File: src/shared/i2c_host_pkg.sv
// types and constants for the two-wire register host
// assumes a 100 MHz mclk and a single register slave on the wires
package i2c_host_pkg;
    localparam int CLK_PERIOD_NS = 10;
    localparam int SCL_PERIOD_NS = 10000;
    localparam logic [7:0] QTR_CYC = 8'(SCL_PERIOD_NS / (4 * CLK_PERIOD_NS));
    localparam logic [6:0] SLAVE_ADDR = 7'h58;
    localparam logic DIR_READ = 1'h1;
    localparam logic DIR_WRITE = 1'h0;
    localparam logic [3:0] BYTE_BITS = 4'h8;
    localparam logic [2:0] BYTE_LAST_PH = 3'h3;
    localparam logic [2:0] COND_LAST_PH = 3'h5;

    typedef enum logic [3:0] {
        ST_IDLE = 4'h1,
        ST_START = 4'h2,
        ST_BYTE = 4'h4,
        ST_STOP = 4'h8
    } host_st_t;

    typedef struct packed {
        logic valid;
        logic read;
        logic [7:0] regAddr;
        logic [7:0] wrData;
    } req_t;

    typedef struct packed {
        logic ready;
        logic done;
        logic nack;
        logic [7:0] rdData;
    } rsp_t;

    typedef struct packed {
        host_st_t st;
        logic [2:0] phase;
        logic [7:0] qCnt;
        logic [3:0] bitCnt;
        logic [1:0] step;
        logic [7:0] shift;
        logic isRead;
        logic [7:0] regAddr;
        logic [7:0] wrData;
        logic sclOut;
        logic sdaOe;
        logic sdaOut;
        logic sdaMeta;
        logic sdaSync;
        logic ready;
        logic done;
        logic nack;
        logic [7:0] rdData;
    } host_state_t;

    localparam host_state_t STATE_RST = '{
        st: ST_IDLE, phase: 3'h0, qCnt: 8'h00, bitCnt: 4'h0, step: 2'h0,
        shift: 8'h00, isRead: 1'h0, regAddr: 8'h00, wrData: 8'h00,
        sclOut: 1'h1, sdaOe: 1'h0, sdaOut: 1'h0, sdaMeta: 1'h1, sdaSync: 1'h1,
        ready: 1'h1, done: 1'h0, nack: 1'h0, rdData: 8'h00
    };
endpackage

File: src/core/i2c_reg_host.sv
// two-wire bus master doing single-register writes and reads on one slave
// assumes pull-ups on the wires; sda is open drain, scl is only ever driven by us
// Contract
// - data changes only while clock low
// - master alone makes the clock
// - master changes data after clock falls
// - eight bits msb first, then ack slot
// - any byte count between start and stop
// - receiver acknowledges each byte low
// - slave nack on write ends with stop
// - master nacks last read byte, then stops
// - master clocks every acknowledge slot
// - first byte: seven-bit address plus direction
// - write: addr, register, data, stop
// - read: addr, register, restart, addr, data
// - start falls, stop rises, clock high
// - slave only, up to 100 kbit/s
`timescale 1ns/1ns
module i2c_reg_host (
    input wire logic mclk, // system clock
    input wire logic sys_rst, // synchronous reset
    input i2c_host_pkg::req_t req, // transfer request, taken when ready
    output i2c_host_pkg::rsp_t rsp, // status and read data
    input wire logic sdaIn, // data wire level
    output logic sdaOut, // data drive value, always low
    output logic sdaOe, // pull data low when high
    output logic sclOut // clock wire
);
    import i2c_host_pkg::*;

    host_state_t s;
    host_state_t n;
    logic tick;
    logic rdByte;
    logic [2:0] lastPh;

    // fixed quarter grid; scl is never read back, so a slave stretching the clock is not seen
    assign tick = (s.qCnt == QTR_CYC - 8'h01);
    assign rdByte = s.isRead && (s.step == 2'h3);
    assign lastPh = (s.st == ST_BYTE) ? BYTE_LAST_PH : COND_LAST_PH;

    always_comb begin
        n = s;
        n.sdaMeta = sdaIn;
        n.sdaSync = s.sdaMeta;
        n.done = 1'h0;
        // open drain: only the enable ever moves, the driven value stays low
        n.sdaOut = 1'h0;
        n.qCnt = tick ? 8'h00 : s.qCnt + 8'h01;
        if (tick) begin
            n.phase = (s.phase == lastPh) ? 3'h0 : s.phase + 3'h1;
        end
        case (s.st)
            ST_IDLE: begin
                n.qCnt = 8'h00;
                n.phase = 3'h0;
                if (req.valid) begin
                    n.st = ST_START;
                    n.isRead = req.read;
                    n.regAddr = req.regAddr;
                    n.wrData = req.wrData;
                    n.step = 2'h0;
                    n.nack = 1'h0;
                    n.ready = 1'h0;
                    n.sclOut = 1'h0;
                end
            end
            ST_START: begin
                // same sequence serves start and repeated start
                if (tick) begin
                    case (s.phase)
                        3'h0: n.sdaOe = 1'h0;
                        3'h1: n.sclOut = 1'h1;
                        3'h3: n.sdaOe = 1'h1; // two quarters clock high before and after
                        3'h5: begin
                            n.st = ST_BYTE;
                            n.sclOut = 1'h0;
                            n.bitCnt = 4'h0;
                            n.shift = {SLAVE_ADDR, (s.step == 2'h2) ? DIR_READ : DIR_WRITE};
                        end
                        default: ;
                    endcase
                end
            end
            ST_BYTE: begin
                if (tick) begin
                    case (s.phase)
                        3'h0: begin
                            // drive only after scl has been low a full quarter
                            if (s.bitCnt < BYTE_BITS && !rdByte) begin
                                n.sdaOe = ~s.shift[7];
                            end else begin
                                n.sdaOe = 1'h0;
                            end
                        end
                        3'h1: n.sclOut = 1'h1;
                        3'h3: begin
                            n.sclOut = 1'h0;
                            if (s.bitCnt < BYTE_BITS) begin
                                n.shift = {s.shift[6:0], s.sdaSync};
                                n.bitCnt = s.bitCnt + 4'h1;
                            end else begin
                                n.bitCnt = 4'h0;
                                // a high level in the ack slot of a written byte means the slave refused it
                                if (!rdByte && s.sdaSync) begin
                                    n.nack = 1'h1;
                                    n.st = ST_STOP;
                                end else begin
                                    case (s.step)
                                        2'h0: begin
                                            n.step = 2'h1;
                                            n.shift = s.regAddr;
                                        end
                                        2'h1: begin
                                            n.step = 2'h2;
                                            if (s.isRead) begin
                                                n.st = ST_START;
                                            end else begin
                                                n.shift = s.wrData;
                                            end
                                        end
                                        2'h2: begin
                                            if (s.isRead) begin
                                                n.step = 2'h3;
                                                n.shift = 8'h00;
                                            end else begin
                                                n.st = ST_STOP;
                                            end
                                        end
                                        default: begin
                                            n.rdData = s.shift;
                                            n.st = ST_STOP;
                                        end
                                    endcase
                                end
                            end
                        end
                        default: ;
                    endcase
                end
            end
            ST_STOP: begin
                if (tick) begin
                    case (s.phase)
                        3'h0: n.sdaOe = 1'h1;
                        3'h1: n.sclOut = 1'h1;
                        3'h3: n.sdaOe = 1'h0;
                        3'h5: begin
                            // bus-free time is covered by the next start's lead-in
                            n.st = ST_IDLE;
                            n.done = 1'h1;
                            n.ready = 1'h1;
                        end
                        default: ;
                    endcase
                end
            end
            default: n = STATE_RST;
        endcase
    end

    // one register stage for all state keeps every output straight off a flop
    always_ff @(posedge mclk) begin
        if (sys_rst) begin
            s <= STATE_RST;
        end else begin
            s <= n;
        end
    end

    assign rsp = '{ready: s.ready, done: s.done, nack: s.nack, rdData: s.rdData};
    assign sdaOut = s.sdaOut;
    assign sdaOe = s.sdaOe;
    assign sclOut = s.sclOut;
endmodule

File: config.mk
export PLATFORM = sky130hd
export DESIGN_NAME = i2c_reg_host
export DESIGN_NICKNAME = d
export VERILOG_FILES = /design/src/shared/i2c_host_pkg.sv /design/src/core/i2c_reg_host.sv
export SDC_FILE = /design/constraint.sdc
export NUM_CORES = 1
export LEC_CHECK = 0
export ABC_CLOCK_PERIOD_IN_PS = 1800
export BUFFER_PORTS_ARGS = -buffer_cell sky130_fd_sc_hd__buf_2
export CAP_MARGIN = 40
export CORE_AREA = 4 4 79 88
export CTS_BUF_LIST = sky130_fd_sc_hd__clkbuf_4 sky130_fd_sc_hd__clkbuf_8
export CTS_CLUSTER_DIAMETER = 200
export DETAILED_ROUTE_END_ITERATION = 10
export DIE_AREA = 0 0 83 92
export GPL_TIMING_DRIVEN = 0
export PLACE_DENSITY = 0.8
export SETUP_SLACK_MARGIN = 0.2
export SKIP_LAST_GASP = 1
export SLEW_MARGIN = 10
export SYNTH_ARGS = -nofsm -noshare
export SYNTH_HDL_FRONTEND = slang
export SYNTH_SLANG_ARGS = --single-unit
File: constraint.sdc
create_clock -name mclk -period 1.8 [get_ports mclk]
set_input_delay 0.27 -clock mclk [delete_from_list [all_inputs] [get_ports mclk]]
set_output_delay 0.27 -clock mclk [all_outputs]
set_load 0.01 [all_outputs]
Word-level counts from Yosys, hierarchy flattened
Cells that the tools add are included.
- register bits after elaboration: 62
- latch bits: 0
- bits in writable memories: 0
- bits in read-only memories: 0
- bits of input ports: 21
- output and inout port bits: 14
- logic and storage cells: 156
- memories kept: 0
- $add $sub $neg: 3
- multiply operators: 0
- divide/modulo/power cells: 0
- $lt $le $gt $ge: 1
- equal/unequal tests: 38
- shift-type cells: 0
- muxes and demuxes: 59
- bitwise operators: 10
- reductions and logical operators: 27
- operators with widths (kind ; count):
    2-to-1 mux 4 bit ; 14
    2-to-1 mux 8 bit ; 6
    case mux 17 bit (2 select lines) ; 1
    case mux 10 bit (3 select lines) ; 1
    2-to-1 mux 14 bit ; 2
    2-to-1 mux 9 bit ; 3
    case mux 4 bit (3 select lines) ; 2
    case mux 8 bit (3 select lines) ; 1
    2-to-1 mux 10 bit ; 2
    2-to-1 mux 18 bit ; 1
    case mux 4 bit (4 select lines) ; 1
    case mux 8 bit (2 select lines) ; 1
    OR reduction 3 bit ; 5
    2-to-1 mux 2 bit ; 7
    != test 2 bit (second input constant) ; 7
    AND reduction 7 bit ; 2
    != test 2 x 1 -> 1 bit (second input constant) ; 6
    != test 3 x 1 -> 1 bit (second input constant) ; 4
    AND reduction 6 bit ; 2
    AND reduction 11 bit ; 1
    inverter 1 bit ; 10
    OR reduction 2 bit ; 5
    != test 3 bit (second input constant) ; 3
    AND reduction 9 bit ; 1
    34 further kinds ; 50

Longest topological paths before layout
Gate-level depths: netlist of the first run.
- word-level depth: 9
- depth in mapped cells: 9
- gate-level depth less buffers: 7

Least setup slack after synthesis of the first run
No wires, ideal clock.
- kind: register -> register
- from: register s[55] (netlist bit)
- to: register s[33] (netlist bit)
- library setup time: 0.132 ns
- arrival: 1.761 ns
- data required time: 1.668 ns
- slack: -0.093 ns
- cell stages (with the launch flop): 10
- buffers on the path: 2
- period minus slack after synthesis: 1.893 ns
- path through: dfxtp_1 -> ha_1 -> ha_1 -> buf_2 -> nor3b_1 -> o21ai_1 -> o221ai_1 -> buf_2 -> a2111oi_0 -> nor3_1
- cells in the longest elaborated chain, start to end: 3
- elaborated cells on any way between the ends: 5
- those cells by class: 4 x eq/ne; 1 x reduce/logical
- ends and longest elaborated chain (element ; RTL line ; RTL):
    start: declaration ; i2c_reg_host.sv:31 ; host_state_t s;
    start signal: assignment ; i2c_reg_host.sv:167 ; s <= n;
    == test 3 bit or == test 3 x 2 -> 1 bit (tied branches) ; i2c_reg_host.sv:71, i2c_reg_host.sv:87 ;
    != test 2 x 1 -> 1 bit (no line) ; n/a ;
    AND reduction 9 bit (no line) * ; n/a ;
Every way passes the cells marked *; elsewhere a longest branch is shown, timed or not.
A chain may end at the register's enable or synchronous reset.

Final worst setup path of the first run
- from: register s[47] (netlist bit)
- to: register s[39] (netlist bit)
- cells in the longest elaborated chain, start to end: 3
- elaborated cells on any way between the ends: 4
- those cells by class: 3 x eq/ne; 1 x reduce/logical
- ends and longest elaborated chain (element ; RTL line ; RTL):
    == test 8 bit * ; i2c_reg_host.sv:38 ; assign tick = (s.qCnt == QTR_CYC - 8'h01);
    != test 2 bit (no line) ; n/a ;
    AND reduction 9 bit (no line) * ; n/a ;
Marks and branches as above.

==> results.toml, run 1 <==
[timing]
hold_violations = 0
setup-tns-final_ns = -1.65
rsz0062_at_grt = "yes"
clock.fmax_mhz = 516
whs_ns = 0.148
fin_ws_ns = -0.138
finalSetupViolations = 28
worst_pin_slew_ns = 0.692
fin_crit_sh = 1.08
fin_worst_skew_ns = 0.00678
min_period_ns = 1.94
slew_headroom = 0.538
maxSlewViolCount = 0

[cells_and_area]
nets = 527
drive_gt1_frac = 0.515
area_growth_pct = 56.2
final_core_util = 0.831
diodes = 0

[detailed_routing]
firstDrtPassIters = 7
drt_wl_total_um = 12100
vias_per_cell = 6.34
wire_per_inst_um = 20.9
ant_nets = 0
vias = 3671
first_iter_violations = 498
drc = 0

[synthesis]
synth_fp_nets = 444
netlist_instances = 411
ys_seq_area_frac = 0.378
synthFlopType = "dfxtp_1"
ys_warn_count = 0
synthArstFlopShare = 0
ys_types = 57
synth-edff-count = 0
synthesis.area_um2 = 3230
avgSynthCellArea_um2 = 7.87
synth-seq-cells = 61

[global_routing]
antenna_found_initial = 0
gr-total-overflow = 0
grt_first_pass_wirelength_um = 15800
track_usage = 0.258
grt_pass1_vias = 3262
grt_max_degree = 12

[placement]
dpl_worst_slack_ns = -0.274
place.gp.congestion = 0.971
numPortBuffers = 32
hpwl_um = 5780

[worst_setup_path]
critPathMaxStageDelay_ns = 0.38
cp-startpoint = "s[47]"
cp_max_fo = 6
reg2reg_to = "s[39]"
cp-start-kind = "flop"
r2r_start = "s[47]"
path_depth = 9
path_cells = "ha_4, nand3b_1, buf_6, nor2_4, o221a_4, buf_6, buf_6, nand4_1, a21oi_1"
endpoint_kind = "flop"
endpoint = "s[39]"
crit_buf_inv = 3
cpMaxStageDelayCell = "dfxtp_2"
r2r_cells = 9
crit_required_ns = 2.07
cp_top_family = "simple AND/OR/NAND/NOR gates"
critPathKind = "reg -> reg"
r2r_slack_ns = -0.14
crit_path_frequent_cell = "buf_6"
crit_arrival_ns = 2.21

[pwr]
vdd_drop_max_uv = 1180
p_leak_nw = 1.86
p_per_area_nw_per_um2 = 1390

[job]
maxCapViolations = 0

[clock_tree]
root_buffer = "clkbuf_8"
cts_sinks = 61
insertion_delay_ns = 0.35
ctsLongestPathBuffers = 2
htreeDepth = 3
cts_tree = "done"
numCtsBuffers = 9
clkTransAtPathRegs_ns = 0.07

[hold_path]
hold_path_class = "in -> reg"

[die]
rows = 30
die_h_um = 92
initial_core_util = 0.532
ios = 35
design.core.area_um2 = 6080
die_w_um = 83
die_area_um2 = 7640

[outcome]
failed_checks = "setup timing"
status = "finished, violations left"
[layout by cell type (no fill, tap or decap), drive strengths merged, types with 5 or more instances in the layout]
cell / netlist / final
nor2b: 6 / 6
nand3: 43 / 43
o21ai: 13 / 13
nand2b: 13 / 13
clkbuf: 12 / 22
nand4: 5 / 5
inv: 10 / 11
dfxtp: 61 / 61
ha: 12 / 12
xnor2: 5 / 5
nor2: 32 / 32
a21oi: 47 / 47
a31oi: 9 / 9
nand2: 47 / 47
buf: 27 / 99
[metal layers]
layer  vias up  GRT usage  part of all wire
met5         -          0                 0
met2       251      0.436              0.49
met4         0      0.136             0.051
li1       1621          -                 -
met1      1720      0.307              0.37
met3        79     0.0530             0.088
[power by group]
part | internal (mW) | total (mW) | leakage, nW | switching (mW)
logic | 1.69 | 3.63 | 1.22 | 1.94
clock network | 0.957 | 1.53 | 0.127 | 0.576
registers | 1.58 | 1.84 | 0.505 | 0.258
[layout make-up]
class / count / area (um^2)
Sequential cell: 61 / 1260
Buffer: 39 / 324
Inverter: 10 / 37.5
Clock inverter: 6 / 109
Multi-Input combinational cell: 301 / 2550
Timing Repair Buffer: 72 / 532
Fill cell: 312 / 1030
Clock buffer: 10 / 138
Tap cell: 80 / 100
[worst min-delay path by stage]
| stage | end | slack (ns) | cells after the start | start |
|---|---|---|---|---|
| 5_1_grt | s[12] | 0.16 | 2 | sdaIn |
| 4_1_cts | s[12] | 0.10 | 2 | sdaIn |
| 3_3_place_gp | s[11] | 0.40 | 1 | s[12] |
| 3_5_place_dp | s[11] | 0.40 | 1 | s[12] |
| 6_report | s[12] | 0.15 | 2 | sdaIn |
| 2_1_floorplan | s[12] | 0.37 | 1 | sdaIn |
[cells in the mapped netlist, types with 5 or more instances]
master / count / area, um^2
dfxtp_1: 61 / 1220
nand2_1: 47 / 176
a21oi_1: 46 / 230
nand3_1: 43 / 215
nor2_1: 32 / 120
nand2b_1: 13 / 81.3
buf_2: 12 / 60.1
buf_4: 12 / 90.1
clkbuf_1: 12 / 45.0
ha_1: 12 / 150
inv_1: 10 / 37.5
o21ai_0: 10 / 50.1
a31oi_1: 9 / 56.3
nor2b_1: 6 / 37.5
nand4_1: 5 / 31.3
xnor2_1: 5 / 43.8
[per-stage QoR]
step                      total power, mW  cell area, um^2  instances
after floorplan                      3.16             3340        411
after global placement               3.56             3600        523
after detailed placement             3.62             3600        523
after CTS                            5.73             4390        567
after global routing                 7.26             5050        579
final                                7.01             5050        579
[worst register-to-register path, stage by stage (launching register included)]
cell      delay, ns
dfxtp_2        0.38
ha_4           0.14
nand3b_1       0.14
buf_6          0.18
nor2_4         0.24
o221a_4        0.29
buf_6          0.12
buf_6          0.10
nand4_1        0.10
a21oi_1        0.18
[flip-flops by register name, summed over array words and instances, names as in the netlist]
name / flops
s: 48
rsp: 11
sclOut: 1
sdaOe: 1
[what timing repair did]
item	CTS	global route
gates resized for setup	87	132
cloned	2	1
setup endpoints to repair	58	58
pin swaps	20	59
hold buffers	0	0
setup buffers	26	11
[cells by family after synthesis]
| group | after synthesis | synth area share |
|---|---|---|
| simple gates | 173 | 0.267 |
| mux | 2 | 0.00658 |
| fa+ha+maj | 12 | 0.0464 |
| compound gates | 104 | 0.202 |
| other cells | 1 | 0.00116 |
| buf+inv | 49 | 0.0754 |
| flops | 61 | 0.378 |
| xor+xnor | 9 | 0.0244 |
No activity file was read; power rests on OpenSTA's default activity.
==> run 2, diff against run 1 <==
--- a/config.mk
+++ b/config.mk
@@ -15,7 +15,6 @@
 export DIE_AREA = 0 0 83 92
 export GPL_TIMING_DRIVEN = 0
 export PLACE_DENSITY = 0.8
-export SETUP_SLACK_MARGIN = 0.2
 export SKIP_LAST_GASP = 1
 export SLEW_MARGIN = 10
 export SYNTH_ARGS = -nofsm -noshare
==> run 2 against run 1 <==
The flow still finishes with violations (setup timing). Sequential share of layout area grew 2.3 points. Die area did not move. Maximum frequency rose by 1.1%. Global-route usage fell by 1.3 points. Sequential power hardly changed. Power shrank 18%. Clock-buffer cell count unchanged. Sequential cell count did not move. First-iteration DRC count rose by 0.20%. Routed wire length down 4.6%. Hold slack got worse by 0.011 ns. Critical path type unchanged. Critical endpoint is now s[34].
==> results.toml, run 2 (synthesized netlist as in run 1, its figures left out) <==
[clock_tree]
htreeDepth = 3
cts_sinks = 61
cts_tree = "done"
root_buffer = "clkbuf_8"
numCtsBuffers = 9
clkTransAtPathRegs_ns = 0.07
insertion_delay_ns = 0.35
ctsLongestPathBuffers = 2

[worst_setup_path]
endpoint_kind = "flop"
reg2reg_to = "s[34]"
cp-start-kind = "flop"
crit_required_ns = 2.01
r2r_start = "s[59]"
crit_arrival_ns = 2.13
r2r_cells = 7
critPathKind = "reg -> reg"
r2r_slack_ns = -0.12
cp_max_fo = 6

[timing]
fin_crit_sh = 1.06
min_period_ns = 1.92
clock.fmax_mhz = 522
slew_headroom = 0.507
maxSlewViolCount = 0
fin_worst_skew_ns = 0.0148
worst_pin_slew_ns = 0.730
hold_violations = 0
fin_ws_ns = -0.116
finalSetupViolations = 19
rsz0062_at_grt = "yes"

[cells_and_area]
top_register = "s"
largest_register_ffs = 48
drive_gt1_frac = 0.409
diodes = 0
nets = 530
final_common_cell = "buf_4"
final_cell_mix = "buf_4 (53), dfxtp_1 (46), nand2_1 (44)"
area_growth_pct = 43.2
fillers = 400

[detailed_routing]
vias_per_cell = 6.46
vias = 3755
firstDrtPassIters = 6
drc = 0
first_iter_violations = 499
ant_nets = 0
drt_wl_total_um = 11500
wire_per_inst_um = 19.8

[pwr]
power_switching_mw = 2.35
vdd_drop_max_uv = 896
swShare = 0.408
p_per_area_nw_per_um2 = 1250
pwr-share-comb = 0.477
clkPwrFrac = 0.208
p_leak_nw = 1.75
p_total_mw = 5.77
seq_power_share = 0.316
p_int_mw = 3.42

[global_routing]
grt_first_pass_wirelength_um = 15100
grt_pass1_vias = 3166
antenna_found_initial = 0
gr-total-overflow = 0
track_usage = 0.246
grt_max_degree = 11

[placement]
hpwl_um = 5880
place.gp.congestion = 0.957
numPortBuffers = 32
dpl_worst_slack_ns = -0.307

[die]
initial_core_util = 0.532
die_h_um = 92
die_area_um2 = 7640
design.core.area_um2 = 6080
rows = 30
die_w_um = 83
ios = 35

[outcome]
status = "finished, violations left"
failed_checks = "setup timing"

[hold_path]
hold_path_class = "in -> reg"
min_path_cells = 2
min_from = "sdaIn"
min_to = "s[12]"

[job]
maxCapViolations = 0
-- run 2: area by class of cell --
class | instances | area (um^2) | area share
clock buffers | 10 | 131 | 0.0284
multi-input cells | 301 | 2250 | 0.486
flip-flops and latches | 61 | 1260 | 0.272
plain buffers | 35 | 251 | 0.0543
well taps | 80 | 100 | 0.0216
repair buffers | 79 | 541 | 0.117
inverters | 10 | 42.5 | 0.00918
clock inverters | 5 | 52.6 | 0.0113
-- run 2: how the worst max path moves through the flow --
stage | depth (start not counted) | end | from | slack (ns)
after floorplan | 9 | s[33] | s[56] | 0.0004
after global placement | 7 | s[20] | s[61] | -0.29
after detailed placement | 7 | s[27] | s[61] | -0.31
after CTS | 7 | rsp[1] | s[48] | -0.02
after global routing | 7 | s[45] | s[59] | -0.18
final | 7 | s[34] | s[59] | -0.12
-- run 2: routing by layer --
metal	track usage	vias up	routed length [um]
met5	0	-	0
met4	0.158	0	627
met3	0.0674	92	1230
met2	0.386	304	5430
met1	0.294	1734	4240
li1	-	1625	-
-- run 2: worst max-delay path: stages, from the launching register on --
cell and delay [ns]:
dfxtp_4 0.43, xor2_1 0.39, nand2_1 0.18, o221a_4 0.32, buf_6 0.14, buf_4 0.13
nand4_1 0.09, a21oi_1 0.09
-- run 2: power by group through the flow --
stage               Clock (mW)  Sequential (mW)  Combinational [mW]
floorplan                    0             1.73                1.34
global placement             0             1.77                1.70
detailed placement           0             1.78                1.75
CTS                       1.18             1.79                2.18
global route              1.27             1.84                2.89
finish                    1.20             1.82                2.75
-- run 2: repair_timing --
item	in CTS	in global routing
hold buffers	0	0
buffers inserted	26	20
pin swaps	21	30
setup endpoints to repair	47	50
gates cloned	1	0
gates resized for setup	75	80
-- run 2: metrics by stage --
| step | area (um^2) | utilization | setup TNS [ns] | instances | hold slack (ns) |
|---|---|---|---|---|---|
| after global routing | 4630 | 0.762 | -2.80 | 581 | 0.153 |
| after CTS | 4210 | 0.692 | -0.141 | 564 | 0.128 |
| after global placement | 3530 | 0.581 | -7.28 | 523 | 0.391 |
| after floorplan | 3270 | - | 0 | 411 | 0.371 |
| final | 4630 | 0.762 | -0.928 | 581 | 0.138 |
| after detailed placement | 3530 | 0.581 | -8.75 | 523 | 0.399 |
==> run 3, diff against run 2 <==
--- a/config.mk
+++ b/config.mk
@@ -8,13 +8,14 @@
 export ABC_CLOCK_PERIOD_IN_PS = 1800
 export BUFFER_PORTS_ARGS = -buffer_cell sky130_fd_sc_hd__buf_2
 export CAP_MARGIN = 40
-export CORE_AREA = 4 4 79 88
+export CORE_AREA = 2 2 77 86
 export CTS_BUF_LIST = sky130_fd_sc_hd__clkbuf_4 sky130_fd_sc_hd__clkbuf_8
 export CTS_CLUSTER_DIAMETER = 200
 export DETAILED_ROUTE_END_ITERATION = 10
-export DIE_AREA = 0 0 83 92
+export DIE_AREA = 0 0 79 88
 export GPL_TIMING_DRIVEN = 0
-export PLACE_DENSITY = 0.8
+export PLACE_DENSITY = 0.76
+export RECOVER_POWER = 100
 export SKIP_LAST_GASP = 1
 export SLEW_MARGIN = 10
 export SYNTH_ARGS = -nofsm -noshare
==> run 3 against run 2 <==
The run still ends with setup timing left. Cell count shrank 1.5%. Worst setup slack better by 0.0052 ns. Non-clock buffer count decreased by 10. Largest cell class unchanged. Clock-buffer cell count grew 2. Routed wire length fell by 4.5%. Critical path depth did not move. Largest power group unchanged. Register-to-register slack about the same. Clock skew fell by 0.0034 ns.
==> results.toml, run 3 (synthesized netlist as in run 1, its figures left out) <==
[pwr]
p_per_area_nw_per_um2 = 1310
vdd_drop_max_uv = 846
p_int_mw = 3.73
pwr-share-comb = 0.459
clkPwrFrac = 0.242
seq_power_share = 0.299
power_switching_mw = 2.38
p_leak_nw = 1.68
p_total_mw = 6.11
swShare = 0.390

[cells_and_area]
drive_gt1_frac = 0.372
top_register = "s"
diodes = 0
final_cell_mix = "dfxtp_1 (48), buf_4 (42), a21oi_1 (41)"
nets = 520
final_common_cell = "dfxtp_1"
largest_register_ffs = 48
final_core_util = 0.764
area_growth_pct = 43.7
fillers = 381

[global_routing]
grt_first_pass_wirelength_um = 14500
grt_max_degree = 12
gr-total-overflow = 0
grt_pass1_vias = 3058
antenna_found_initial = 0
track_usage = 0.265

[timing]
fin_worst_skew_ns = 0.0114
slew_headroom = 0.592
fin_crit_sh = 1.06
hold_violations = 0
rsz0062_at_grt = "yes"
finalSetupViolations = 14
min_period_ns = 1.91
maxSlewViolCount = 0
clock.fmax_mhz = 523
fin_ws_ns = -0.111
worst_pin_slew_ns = 0.611
setup-tns-final_ns = -0.489

[worst_setup_path]
cp-startpoint = "s[61]"
reg2reg_to = "s[57]"
cp_max_fo = 6
endpoint = "s[57]"
critPathKind = "reg -> reg"
endpoint_kind = "flop"
r2r_slack_ns = -0.11
r2r_start = "s[61]"
cp-start-kind = "flop"
crit_arrival_ns = 2.14
r2r_cells = 7
crit_required_ns = 2.03

[job]
maxCapViolations = 0

[detailed_routing]
drc = 0
vias_per_cell = 6.33
first_iter_violations = 462
vias = 3623
ant_nets = 0
firstDrtPassIters = 8
drt_wl_total_um = 11000
wire_per_inst_um = 19.3

[placement]
place.gp.congestion = 0.893
dpl_worst_slack_ns = -0.365
numPortBuffers = 32
hpwl_um = 5540

[clock_tree]
ctsLongestPathBuffers = 2
hold_buffers = 0
cts_sinks = 61
htreeDepth = 3
cts_tree = "done"
insertion_delay_ns = 0.34
numCtsBuffers = 9
clkTransAtPathRegs_ns = 0.08
root_buffer = "clkbuf_8"

[outcome]
failed_checks = "setup timing"
status = "finished, violations left"

[die]
design.core.area_um2 = 6080
initial_core_util = 0.532
die_h_um = 88
rows = 30
die_area_um2 = 6950
die_w_um = 79
ios = 35

[hold_path]
hold_path_class = "in -> reg"
-- run 3: how the worst min path moves through the flow --
stage / slack (ns) / to / cells past startpoint / startpoint
6_report: 0.12 / s[12] / 2 / sdaIn
2_1_floorplan: 0.37 / s[12] / 1 / sdaIn
4_1_cts: 0.12 / s[12] / 2 / sdaIn
3_3_place_gp: 0.39 / s[11] / 1 / s[12]
5_1_grt: 0.14 / s[12] / 2 / sdaIn
3_5_place_dp: 0.41 / s[11] / 1 / s[12]
-- run 3: what timing repair did --
item                       4_1_cts  5_1_grt
gates resized for setup         73       82
setup endpoints to repair       47       48
buffers inserted                23       13
pin swaps                       15       27
cloned                           0        1
-- run 3: stage by stage --
step | cell area [um^2] | hold slack [ns] | std cells
2_1_floorplan | 3270 | 0.371 | 411
4_1_cts | 4240 | 0.121 | 560
6_report | 4650 | 0.121 | 572
5_1_grt | 4650 | 0.142 | 572
3_5_place_dp | 3530 | 0.406 | 523
3_3_place_gp | 3530 | 0.394 | 523
-- run 3: final cells by class --
class                           instances  area, um^2  area share
Buffer                                 35         274      0.0590
Clock buffer                           12         165      0.0355
Clock inverter                          4        76.3      0.0164
Inverter                               10        45.0     0.00969
Multi-Input combinational cell        301        2270       0.489
Sequential cell                        61        1250       0.270
Tap cell                               80         100      0.0215
Timing Repair Buffer                   69         459      0.0988
-- run 3: layer usage --
metal	GRT usage	vias to the layer above	wire, um
met1	0.321	1647	4080
met5	0	-	0
met3	0.0680	94	935
li1	-	1606	-
met4	0.119	0	782
met2	0.445	276	5220
-- run 3: worst max-delay path, stage by stage (launching register included) --
cell     delay (ns)
dfxtp_2        0.33
buf_6          0.13
or4b_4         0.59
buf_4          0.19
nor3_2         0.16
o21ai_1        0.14
a22oi_1        0.18
nor2_1         0.06
-- run 3: power by group through the flow --
stage / combinational (mW) / clock (mW) / sequential, mW
global placement: 1.71 / 0 / 1.77
detailed placement: 1.75 / 0 / 1.77
floorplan: 1.34 / 0 / 1.73
CTS: 2.20 / 1.47 / 1.78
finish: 2.80 / 1.48 / 1.83
global route: 2.91 / 1.54 / 1.85
